File: src/hw/ring_freq_pkg.sv
package ring_freq_pkg;

    // ------------------------------------------------------------
    // Register map
    // ------------------------------------------------------------
    localparam logic [7:0] OFS_RING_VAL_CTRL3 = 8'h18;
    localparam logic [7:0] OFS_RING_VAL_CTRL2 = 8'h40;
    localparam logic [7:0] OFS_RING_MAX       = 8'h44;
    localparam logic [7:0] OFS_RING_STATUS    = 8'h48;
    localparam logic [7:0] OFS_IRQ_STATUS     = 8'h4c;
    localparam logic [7:0] OFS_IRQ_MASK       = 8'h50;

    // ------------------------------------------------------------
    // Fields and reset values
    // ------------------------------------------------------------
    localparam int          CHECK_EN_BIT       = 7;
    localparam int          RSVD_BIT           = 6;
    localparam int          ASSERT_W           = 6;
    localparam logic [7:0]  CTRL3_RESET        = 8'h19;
    localparam logic [7:0]  CTRL2_RESET        = 8'h2d;
    localparam logic [5:0]  MAX_COUNT_RESET    = 6'h0c;
    localparam int          DELAY_HI_BIT       = 7;
    localparam int          TIMEOUT_LSB        = 3;
    localparam int          CONFIRM_LSB        = 0;
    localparam int          IRQ_W              = 4;
    localparam int          IRQ_VALID          = 0;
    localparam int          IRQ_LOW            = 1;
    localparam int          IRQ_HIGH           = 2;
    localparam int          IRQ_END            = 3;

    // ------------------------------------------------------------
    // Timing
    // ------------------------------------------------------------
    localparam int          CLK_HZ             = 40_000_000;
    localparam int          STEP_US            = 2000;
    localparam int          STEP_CYCLES        = CLK_HZ / 1_000_000 * STEP_US;
    localparam int          TIMEOUT_STEP_MS    = 128;
    localparam int          DELAY_STEP_MS      = 256;

    typedef enum logic [1:0] {
        ST_IDLE,
        ST_QUALIFY,
        ST_DELAY,
        ST_VALID
    } ring_state_e;

    typedef struct packed {
        logic       enable;
        logic [5:0] assert_time;
        logic [2:0] confirm_sel;
        logic [3:0] timeout_sel;
        logic [2:0] delay_sel;
        logic [5:0] max_count;
    } ring_cfg_s;

endpackage

File: src/hw/ring_frequency_validator.sv
`timescale 1ns/1ps
`default_nettype none
module ring_frequency_validator
    import ring_freq_pkg::*;
#(
    parameter int STEP_CYC = STEP_CYCLES
) (
    input  wire logic        sys_clk_i,
    input  wire logic        reset_i,
    input  wire logic        ring_event_i,
    input  wire logic [7:0]  avs_address_i,
    input  wire logic        avs_read_i,
    input  wire logic        avs_write_i,
    input  wire logic [31:0] avs_writedata_i,
    output logic      [31:0] avs_readdata_o,
    output logic             avs_waitrequest_o,
    output logic             ring_valid_o,
    output logic             irq_o
);

    // ------------------------------------------------------------
    // Registers
    // ------------------------------------------------------------
    logic [7:0]          ctrl3_ff;
    logic [7:0]          ctrl2_ff;
    logic [5:0]          max_ff;
    logic [IRQ_W-1:0]    irq_stat_ff;
    logic [IRQ_W-1:0]    irq_mask_ff;
    logic                wait_ff;
    logic [31:0]         rdata_ff;
    ring_state_e         state_ff;
    ring_cfg_s           cfg;
    logic                req;
    logic                wr_take;
    logic                rd_take;
    logic                wr_ctrl3;
    logic                wr_ctrl2;
    logic                wr_max;
    logic                wr_mask;
    logic                wr_irq;

    // ------------------------------------------------------------
    // Access decode: read taken first, write on answer edge
    // ------------------------------------------------------------
    assign req      = (avs_read_i || avs_write_i) && wait_ff;
    assign wr_take  = avs_write_i && !wait_ff;
    assign rd_take  = avs_read_i && wait_ff;
    assign wr_ctrl3 = wr_take && (avs_address_i == OFS_RING_VAL_CTRL3);
    assign wr_ctrl2 = wr_take && (avs_address_i == OFS_RING_VAL_CTRL2);
    assign wr_max   = wr_take && (avs_address_i == OFS_RING_MAX);
    assign wr_mask  = wr_take && (avs_address_i == OFS_IRQ_MASK);
    assign wr_irq   = wr_take && (avs_address_i == OFS_IRQ_STATUS);

    assign cfg.enable      = ctrl3_ff[CHECK_EN_BIT];
    assign cfg.assert_time = ctrl3_ff[ASSERT_W-1:0];
    assign cfg.confirm_sel = ctrl2_ff[CONFIRM_LSB+:3];
    assign cfg.timeout_sel = ctrl2_ff[TIMEOUT_LSB+:4];
    assign cfg.delay_sel   = {ctrl2_ff[DELAY_HI_BIT], 2'b00};
    assign cfg.max_count   = max_ff;

    // ------------------------------------------------------------
    // Bus slave: one wait cycle, answer on second edge
    // ------------------------------------------------------------
    always_ff @(posedge sys_clk_i) begin
        if (reset_i) begin
            wait_ff <= 1'b1;
        end else begin
            wait_ff <= !req;
        end
    end

    assign avs_waitrequest_o = wait_ff;
    assign avs_readdata_o    = rdata_ff;

    always_ff @(posedge sys_clk_i) begin
        if (reset_i) begin
            rdata_ff <= 32'h0;
        end else if (rd_take) begin
            unique case (avs_address_i)
                OFS_RING_VAL_CTRL3: rdata_ff <= {24'h0, ctrl3_ff};
                OFS_RING_VAL_CTRL2: rdata_ff <= {24'h0, ctrl2_ff};
                OFS_RING_MAX:       rdata_ff <= {26'h0, max_ff};
                OFS_RING_STATUS:    rdata_ff <= {28'h0, ring_valid_o, state_ff == ST_QUALIFY, 2'(state_ff)};
                OFS_IRQ_STATUS:     rdata_ff <= {28'h0, irq_stat_ff};
                OFS_IRQ_MASK:       rdata_ff <= {28'h0, irq_mask_ff};
                default:            rdata_ff <= 32'h0;
            endcase
        end
    end

    // ------------------------------------------------------------
    // Register writes, one block per register
    // ------------------------------------------------------------
    always_ff @(posedge sys_clk_i) begin
        if (reset_i) begin
            ctrl3_ff <= CTRL3_RESET;
        end else if (wr_ctrl3) begin
            ctrl3_ff <= avs_writedata_i[7:0] & 8'hbf;
        end
    end

    always_ff @(posedge sys_clk_i) begin
        if (reset_i) begin
            ctrl2_ff <= CTRL2_RESET;
        end else if (wr_ctrl2) begin
            ctrl2_ff <= avs_writedata_i[7:0];
        end
    end

    always_ff @(posedge sys_clk_i) begin
        if (reset_i) begin
            max_ff <= MAX_COUNT_RESET;
        end else if (wr_max) begin
            max_ff <= avs_writedata_i[5:0];
        end
    end

    always_ff @(posedge sys_clk_i) begin
        if (reset_i) begin
            irq_mask_ff <= '0;
        end else if (wr_mask) begin
            irq_mask_ff <= avs_writedata_i[IRQ_W-1:0];
        end
    end

    // ------------------------------------------------------------
    // 2 ms step tick
    // ------------------------------------------------------------
    logic [31:0] pre_ff;
    logic        tick_ff;
    always_ff @(posedge sys_clk_i) begin
        if (reset_i || !cfg.enable) begin
            pre_ff  <= 32'h0;
            tick_ff <= 1'b0;
        end else if (pre_ff == 32'(STEP_CYC - 1)) begin
            pre_ff  <= 32'h0;
            tick_ff <= 1'b1;
        end else begin
            pre_ff  <= pre_ff + 32'h1;
            tick_ff <= 1'b0;
        end
    end

    // ------------------------------------------------------------
    // Selection tables, in 2 ms steps
    // ------------------------------------------------------------
    function automatic logic [9:0] confirm_steps(input logic [2:0] s);
        unique case (s)
            3'h0: confirm_steps = 10'd50;
            3'h1: confirm_steps = 10'd75;
            3'h2: confirm_steps = 10'd100;
            3'h3: confirm_steps = 10'd128;
            3'h4: confirm_steps = 10'd192;
            3'h5: confirm_steps = 10'd256;
            3'h6: confirm_steps = 10'd320;
            3'h7: confirm_steps = 10'd512;
        endcase
    endfunction

    function automatic logic [9:0] delay_steps(input logic [2:0] s);
        unique case (s)
            3'h0:    delay_steps = 10'd0;
            3'h1:    delay_steps = 10'(DELAY_STEP_MS / 2);
            3'h2:    delay_steps = 10'(DELAY_STEP_MS);
            default: delay_steps = 10'(7 * DELAY_STEP_MS / 2);
        endcase
    endfunction

    // ------------------------------------------------------------
    // Qualification state machine
    // ------------------------------------------------------------
    logic [5:0]  ival_ff;
    logic [9:0]  conf_ff;
    logic [9:0]  end_ff;
    logic        too_low;
    logic        too_high;
    logic        ended;
    logic        go_valid;
    logic [IRQ_W-1:0] ev;

    assign too_low  = ring_event_i && (ival_ff == 6'h0);
    assign too_high = ring_event_i && (ival_ff > cfg.max_count);
    assign ended    = (state_ff != ST_IDLE) && (end_ff == 10'h0);
    assign go_valid = (state_ff == ST_DELAY) && (conf_ff == 10'h0) && !ended;

    // ------------------------------------------------------------
    // Interval and ring-end timers
    // ------------------------------------------------------------
    always_ff @(posedge sys_clk_i) begin
        if (reset_i || !cfg.enable) begin
            ival_ff <= 6'h0;
        end else if (ring_event_i) begin
            ival_ff <= cfg.assert_time;
        end else if (tick_ff && ival_ff != 6'h0) begin
            ival_ff <= ival_ff - 6'h1;
        end
    end

    always_ff @(posedge sys_clk_i) begin
        if (reset_i || !cfg.enable) begin
            end_ff <= 10'h0;
        end else if (ring_event_i) begin
            end_ff <= 10'(cfg.timeout_sel) * 10'(TIMEOUT_STEP_MS / 2);
        end else if (tick_ff && end_ff != 10'h0) begin
            end_ff <= end_ff - 10'h1;
        end
    end

    // ------------------------------------------------------------
    // Qualification states
    // ------------------------------------------------------------
    always_ff @(posedge sys_clk_i) begin
        if (reset_i || !cfg.enable) begin
            state_ff <= ST_IDLE;
            conf_ff  <= 10'h0;
        end else begin
            unique case (state_ff)
                ST_IDLE: begin
                    if (ring_event_i) begin
                        state_ff <= ST_QUALIFY;
                        conf_ff  <= confirm_steps(cfg.confirm_sel);
                    end
                end
                ST_QUALIFY: begin
                    if (too_low || too_high || ended) begin
                        state_ff <= ST_IDLE;
                    end else if (conf_ff == 10'h0) begin
                        state_ff <= ST_DELAY;
                        conf_ff  <= delay_steps(cfg.delay_sel);
                    end else if (tick_ff) begin
                        conf_ff  <= conf_ff - 10'h1;
                    end
                end
                ST_DELAY: begin
                    if (ended) begin
                        state_ff <= ST_IDLE;
                    end else if (conf_ff == 10'h0) begin
                        state_ff <= ST_VALID;
                    end else if (tick_ff) begin
                        conf_ff  <= conf_ff - 10'h1;
                    end
                end
                ST_VALID: begin
                    if (ended) begin
                        state_ff <= ST_IDLE;
                    end
                end
            endcase
        end
    end

    // ------------------------------------------------------------
    // Valid-ring indication
    // ------------------------------------------------------------
    always_ff @(posedge sys_clk_i) begin
        if (reset_i || !cfg.enable) begin
            ring_valid_o <= 1'b0;
        end else if (go_valid) begin
            ring_valid_o <= 1'b1;
        end else if (state_ff == ST_VALID && ended) begin
            ring_valid_o <= 1'b0;
        end
    end

    // ------------------------------------------------------------
    // Interrupts: set wins over write-one-to-clear
    // ------------------------------------------------------------
    always_comb begin
        ev            = '0;
        ev[IRQ_VALID] = go_valid && cfg.enable;
        ev[IRQ_LOW]   = (state_ff == ST_QUALIFY) && too_low && cfg.enable;
        ev[IRQ_HIGH]  = (state_ff == ST_QUALIFY) && too_high && !too_low && cfg.enable;
        ev[IRQ_END]   = (state_ff == ST_VALID) && ended && cfg.enable;
    end

    always_ff @(posedge sys_clk_i) begin
        if (reset_i) begin
            irq_stat_ff <= '0;
        end else if (wr_irq) begin
            irq_stat_ff <= (irq_stat_ff & ~avs_writedata_i[IRQ_W-1:0]) | ev;
        end else begin
            irq_stat_ff <= irq_stat_ff | ev;
        end
    end

    always_ff @(posedge sys_clk_i) begin
        if (reset_i) begin
            irq_o <= 1'b0;
        end else begin
            irq_o <= |(irq_stat_ff & irq_mask_ff);
        end
    end

endmodule
`default_nettype wire

File: config.mk
export PLATFORM = sky130hd
export DESIGN_NAME = ring_frequency_validator
export DESIGN_NICKNAME = d
export VERILOG_FILES = /design/src/hw/ring_freq_pkg.sv /design/src/hw/ring_frequency_validator.sv
export SDC_FILE = /design/constraint.sdc
export NUM_CORES = 1
export LEC_CHECK = 0
export ABC_AREA = 1
export BUFFER_PORTS_ARGS = -buffer_cell sky130_fd_sc_hd__buf_4
export CAP_MARGIN = 0
export CORE_UTILIZATION = 40
export DETAILED_ROUTE_END_ITERATION = 7
export GPL_TIMING_DRIVEN = 0
export RECOVER_POWER = 25
export SLEW_MARGIN = 20
export SYNTH_ARGS = -nofsm -noshare
export SYNTH_HDL_FRONTEND = slang
export SYNTH_SLANG_ARGS = --single-unit
File: constraint.sdc
create_clock -name sys_clk_i -period 2.5 [get_ports sys_clk_i]
set_clock_uncertainty 0.15 [all_clocks]
set_input_delay 0.125 -clock sys_clk_i [delete_from_list [all_inputs] [get_ports sys_clk_i]]
set_output_delay 0.125 -clock sys_clk_i [all_outputs]
set_load 0.03 [all_outputs]
# [Word-level counts from Yosys, hierarchy flattened]
# Memory sizes are Yosys's and may differ from the RTL's. A register that Yosys moved wholly into a read port is not among the register bits.
# Index checks and enable logic that the tools add are counted.
[totals] register_bits=125 rom_bits=80 inputBits=45 output_inout_bits=35 elab_cells=119 memories=1
[op_classes] addsub=4 n_lt_le_gt_ge=1 n_eq_ne=17 n_mux=26 bitwise=5 reduce_logical=49
[memory_table] memory="(name not given)" words=8 width=10 read_ports=1 rd_clocked_by_memory_dff=1 write_ports=0 line_no="ring_frequency_validator.sv:148" text="unique case (s)"
[ops] op="two-way mux 10 bit" n=9
[ops] op="case mux 8 bit (6 select lines)" n=1
[ops] op="== test 8 x 7 -> 1 bit, second input constant" n=5
[ops] op="adder 32 x 1 -> 32 bit, second input constant" n=1
[ops] op="== test 32 x 17 -> 1 bit, second input constant" n=1
[ops] op="case mux 10 bit (3 select lines)" n=1
[ops] op="logical AND 1 bit" n=23
[ops] op="zero test 10 bit" n=2
[ops] op="subtractor 10 x 1 -> 10 bit, second input constant" n=2
[ops] op="two-way mux 2 bit" n=6
[ops] op="two-way mux 6 bit" n=2
[ops] op="inequality test 2 bit, second input constant" n=5
[ops] op="nonzero test 10 bit" n=1
[ops] op="bitwise AND 4 bit" n=2
[ops] op="== test 8 x 5 -> 1 bit, second input constant" n=1
[ops] op="bitwise OR 4 bit" n=2
[ops] op="case mux 2 bit (4 select lines)" n=1
[ops] op="nonzero test 2 bit" n=4
[ops] op="> comparator 6 bit" n=1
[ops] op="zero test 6 bit" n=1
[ops] op="two-way mux 3 bit" n=2
[ops] op="nonzero test 6 bit" n=1
[ops] op="subtractor 6 x 1 -> 6 bit, second input constant" n=1
[ops] op="zero test 1 bit" n=5
[ops] op="other kinds (15)" n=22

# [Depth between registers and ports, before layout]
[logic_depth] word_depth=7 depth_mapped=14 ltp_nobuf=13

# [Least setup slack after synthesis]
# Ideal clock, no wire load.
[synth_path] kind="flip-flop to flip-flop" startpoint="register wait_ff (netlist: avs_waitrequest_o)" endpoint="register with a tool-made name" setup_time_ns=0.115 arrival_time_ns=1.683 required_time_ns=2.235 setup_slack_ns=0.553 path_stages_with_launch=10 n_path_buf=0 synth_period_minus_slack_ns=1.947 cell_sequence="dfxtp_1 nor2_1 inv_1 nor2_8 nand2_1 o21ai_2 nor2_4 inv_2 ha_1 o21a_1"
[synth_lines] item="start, declared" line_no="ring_frequency_validator.sv:29" text="logic wait_ff;"
[synth_lines] item="start signal, assigned" line_no="ring_frequency_validator.sv:68" text="wait_ff <= !req;"

# [Worst setup path after layout]
[layout_path] startpoint="register max_ff[5]" endpoint="register conf_ff[7]"
[layout_via] elab_chain_len=6
[layout_rtl] item="start, declared" line_no="ring_frequency_validator.sv:26" text="logic [5:0] max_ff;"
[layout_rtl] item="start signal, assigned" line_no="ring_frequency_validator.sv:114" text="max_ff <= avs_writedata_i[5:0];"
[layout_rtl] item="> comparator 6 bit" line_no="ring_frequency_validator.sv:182" text="assign too_high = ring_event_i && (ival_ff > cfg.max_count);"
[layout_rtl] item="logical AND 1 bit" line_no="ring_frequency_validator.sv:182"
[layout_rtl] item="logical OR 1 bit (2 in a row)" line_no="ring_frequency_validator.sv:225" text="if (too_low || too_high || ended) begin"
[layout_rtl] item="inequality test 2 bit (no line)"
[layout_rtl] item="AND reduction 5 bit (no line)"
[layout_rtl] item="end signal, assigned" line_no="ring_frequency_validator.sv:221" text="conf_ff <= confirm_steps(cfg.confirm_sel);"
[layout_rtl] item="end signal, assigned" line_no="ring_frequency_validator.sv:229" text="conf_ff <= delay_steps(cfg.delay_sel);"
[layout_rtl] item="end signal, assigned" line_no="ring_frequency_validator.sv:231" text="conf_ff <= conf_ff - 10'h1;"
[layout_rtl] item="end, declared" line_no="ring_frequency_validator.sv:173" text="logic [9:0] conf_ff;"
# Every way passes these cells.
# A chain may end at the register's enable or synchronous reset.

==> PnR_summary.wiki <==
{| class="wikitable"
! Metric !! Value
|-
| Total congestion overflow || 0
|-
| Post-detailed-routing wire length || 14800 um
|-
| Placed Cells || 1114
|-
| Placeable core region || approximately 0.015 mm2
|-
| Count of pins on the block boundary || 80
|-
| Number of buffers inserted by post-CTS setup repair || 0
|-
| Synth cell count leaders || nand2_1, inv_1, dfxtp_1
|-
| Clock Sinks || 110
|-
| Total DRC errors in the routed layout || 4
|-
| Unrepaired setup endpoints after global routing || no
|-
| Number of buffers created by CTS || 9
|-
| First-pass GRT wire length || 25000 um
|-
| Count of placed standard cells in the final layout, fillers left out || about 1100
|-
| Buffer type at the clock tree root || clkbuf_16
|-
| Setup-violating endpoint count in the final report || 0
|-
| Final-report max-slew violation count || 0
|-
| Total via count in the routed design || 5576
|-
| Die area || 0.0158 mm2
|-
| Worst voltage drop across the vdd grid || 418 uV
|-
| Count of inserted antenna diode cells || 0
|-
| Worst-margin pin slew || 0.742 ns
|-
| Result of the run || complete, but fails checks
|-
| TritonRoute pass-1 iters || 7
|-
| Flop and latch count out of synthesis || 110
|-
| Crit path capture type || flop
|-
| Maximum fanout along the worst path || 10
|-
| Data arrival time of the critical path || 2.28 ns
|-
| Synth area leaders || dfxtp_1, nand2_1, inv_1, nor2_1, a21oi_1
|-
| Overall fraction of global-route tracks in use || approximately 20%
|-
| Die span in x || 126 um
|-
| Register-to-register path setup slack || 0.33 ns
|-
| Wire per inst || 13.0 um
|-
| Post-synthesis cell area || about 0.0061 mm2
|-
| Hold_sp || reset_i
|-
| Layout Nets || 1016
|-
| Number of input and output port buffers inserted || 30
|-
| Starting DRT DRC Count || ~320
|-
| Upper clock frequency limit || around 460 MHz
|-
| Origin of the worst setup path || max_ff[5]
|-
| Primary FF master, synth || dfxtp_1
|-
| Number of warnings printed during yosys synthesis || 0
|-
| Effective utilization at floorplan || 41.5%
|-
| Final cycle utilization of the critical path || 86.8%
|-
| Dpl hpwl || between 10000 and 15000 um
|-
| Routability congestion estimate from global placement || 0.891
|-
| Mean instance size in the synthesized netlist || 6.98 um2
|-
| Row count || 44
|-
| Mean number of vias per cell || around 4.9
|-
| Power per cell area || 499 mW/mm2
|-
| # Max-Cap Violations || 0
|-
| TritonCTS clock tree || yes
|-
| Leakage power figure || 0.00296 uW
|-
| CTS H-Tree Depth || 3
|-
| Count of antenna-violating nets left after detailed routing || 0
|-
| Launching element type of the critical path || flop
|-
| Clock insertion delay at the later pin of the skew report || 0.36 ns
|-
| Setup CP Type || flop to flop
|-
| Share of the synthesized area in the top cell type || around 36%
|-
| Synthesized instance count || 877
|-
| Post-cts gate resize count || 0
|-
| Reg-to-reg startpoint || max_ff[5]
|-
| Total negative slack || 0 ns
|-
| Required time at the worst-slack endpoint || about 2.6 ns
|-
| Final Hold Vio Count || 0
|-
| CTS clock-pin slew for the worst setup and hold paths || 0.08 ns
|-
| Path category of the worst min-delay check || input pin to flop
|-
| Vias in the first global route || 5170
|-
| Vertical die dimension || around 130 um
|-
| Number of enable-type register cells in the synthesized netlist || 0
|-
| Sequential-to-total area share from yosys stat || 36.0%
|-
| Layout filler cell count || 1544
|-
| Total of hold buffers inserted after clock tree synthesis || 10
|-
| Ys async rst share || 0%
|-
| Largest net degree at the start of global routing || 19
|-
| Time the worst path needs with I/O delays and setup || 2.17 ns
|-
| Violated checks || DRC
|-
| Worst relative slew slack || 50.4%
|-
| Area grow syn2layout || 14.7%
|-
| Number of antenna violations at the first check in global routing || 0
|-
| Most frequent cell after synthesis || nand2_1
|-
| Proportion of layout cells with a drive suffix above 1 || 12.9%
|-
| Number of buffers between clock root and the deepest sink || 2
|-
| Cell taking the most area after synthesis || dfxtp_1
|-
| Count of unique library cells instantiated by Yosys || 46
|}
-- per-layer routing --
layer,share of wire (%),global-route usage [%]
met1,49,27.3
met2,44,31.2
met3,5.5,4.12
met4,1.3,5.31
met5,0,0
-- flip-flops by register name, indices dropped and copies added (netlist names), 6 cells and up, named ones only --
signal / flops
avs_readdata_o: 8
ctrl2_ff: 8
ctrl3_ff: 7
max_ff: 6
ival_ff: 6
end_ff: 10
pre_ff: 32
conf_ff: 10
-- stage by stage --
| stage | power (uW) | utilization, % | hold WS, ns | worst slack (ns) | cell area (um2) |
|---|---|---|---|---|---|
| floorplan | 1960 | - | 0.0909 | 0.553 | 6200 |
| global placement | 2030 | 45.1 | 0.189 | 0.338 | 6660 |
| detailed placement | 2020 | 45.1 | 0.194 | 0.341 | 6660 |
| CTS | 3540 | 47.9 | 0.109 | 0.362 | 7070 |
| global route | 3630 | 47.6 | 0.142 | 0.153 | 7020 |
| finish | 3500 | 47.6 | 0.117 | 0.331 | 7020 |
-- report_power, final --
group / internal [uW] / leakage, uW / switching (uW) / total [uW]
Clock: 811 / 0.000143 / 700 / 1510
Combinational: 84.0 / 0.00193 / 146 / 230
Sequential: 1760 / 0.000887 / 5.24 / 1760
-- final cells by class --
type	instances	area (um2)	area share (%)
buffer	38	254	3.62
clock buffer	10	239	3.41
clock inverter	6	68.8	0.981
inverter	136	515	7.35
multi-input combinational	616	3220	45.9
sequential	110	2200	31.4
tap	184	230	3.28
timing repair buffer	40	284	4.05
-- final timing paths --
check,endpoint,cells past startpoint
worst max-delay path,conf_ff[7],12
worst min register to register,pre_ff[0],1
worst max register to register,conf_ff[7],12
worst min-delay path,max_ff[2],3
-- kinds of logic after synthesis --
kind of cell,share of synthesized area (%)
simple gates,31.2
fa+ha+maj,4.09
buf+inv,12.6
flops,36.0
xor+xnor,2.86
other cells,0.0613
compound gates,13.2
-- critical path, stage by stage (launching register included) --
cell	delay [ns]
dfxtp_1	0.31
inv_1	0.08
ha_1	0.32
nand2_1	0.06
nor2_1	0.13
a21oi_1	0.08
nand2_1	0.20
nand2_1	0.10
nand2_2	0.13
nand2_2	0.13
buf_6	0.18
a21oi_1	0.14
nor2_1	0.06
-- cells in the final DEF, fill, tap and decap left out, types with 9 or more instances in the layout --
cell and n:
nor2_1 89, clkbuf_16 9, ha_1 20, o22ai_1 9
dlygate4sd3_1 10, xor2_1 17, inv_1 123, o21ai_0 40
a21oi_1 63, inv_2 11, nor3_1 37, nand4_1 18
buf_4 43, nand2_1 176, dfxtp_1 110, conb_1 24
nand3_1 38, clkbuf_1 20
Power figures use the tool's default switching activity.
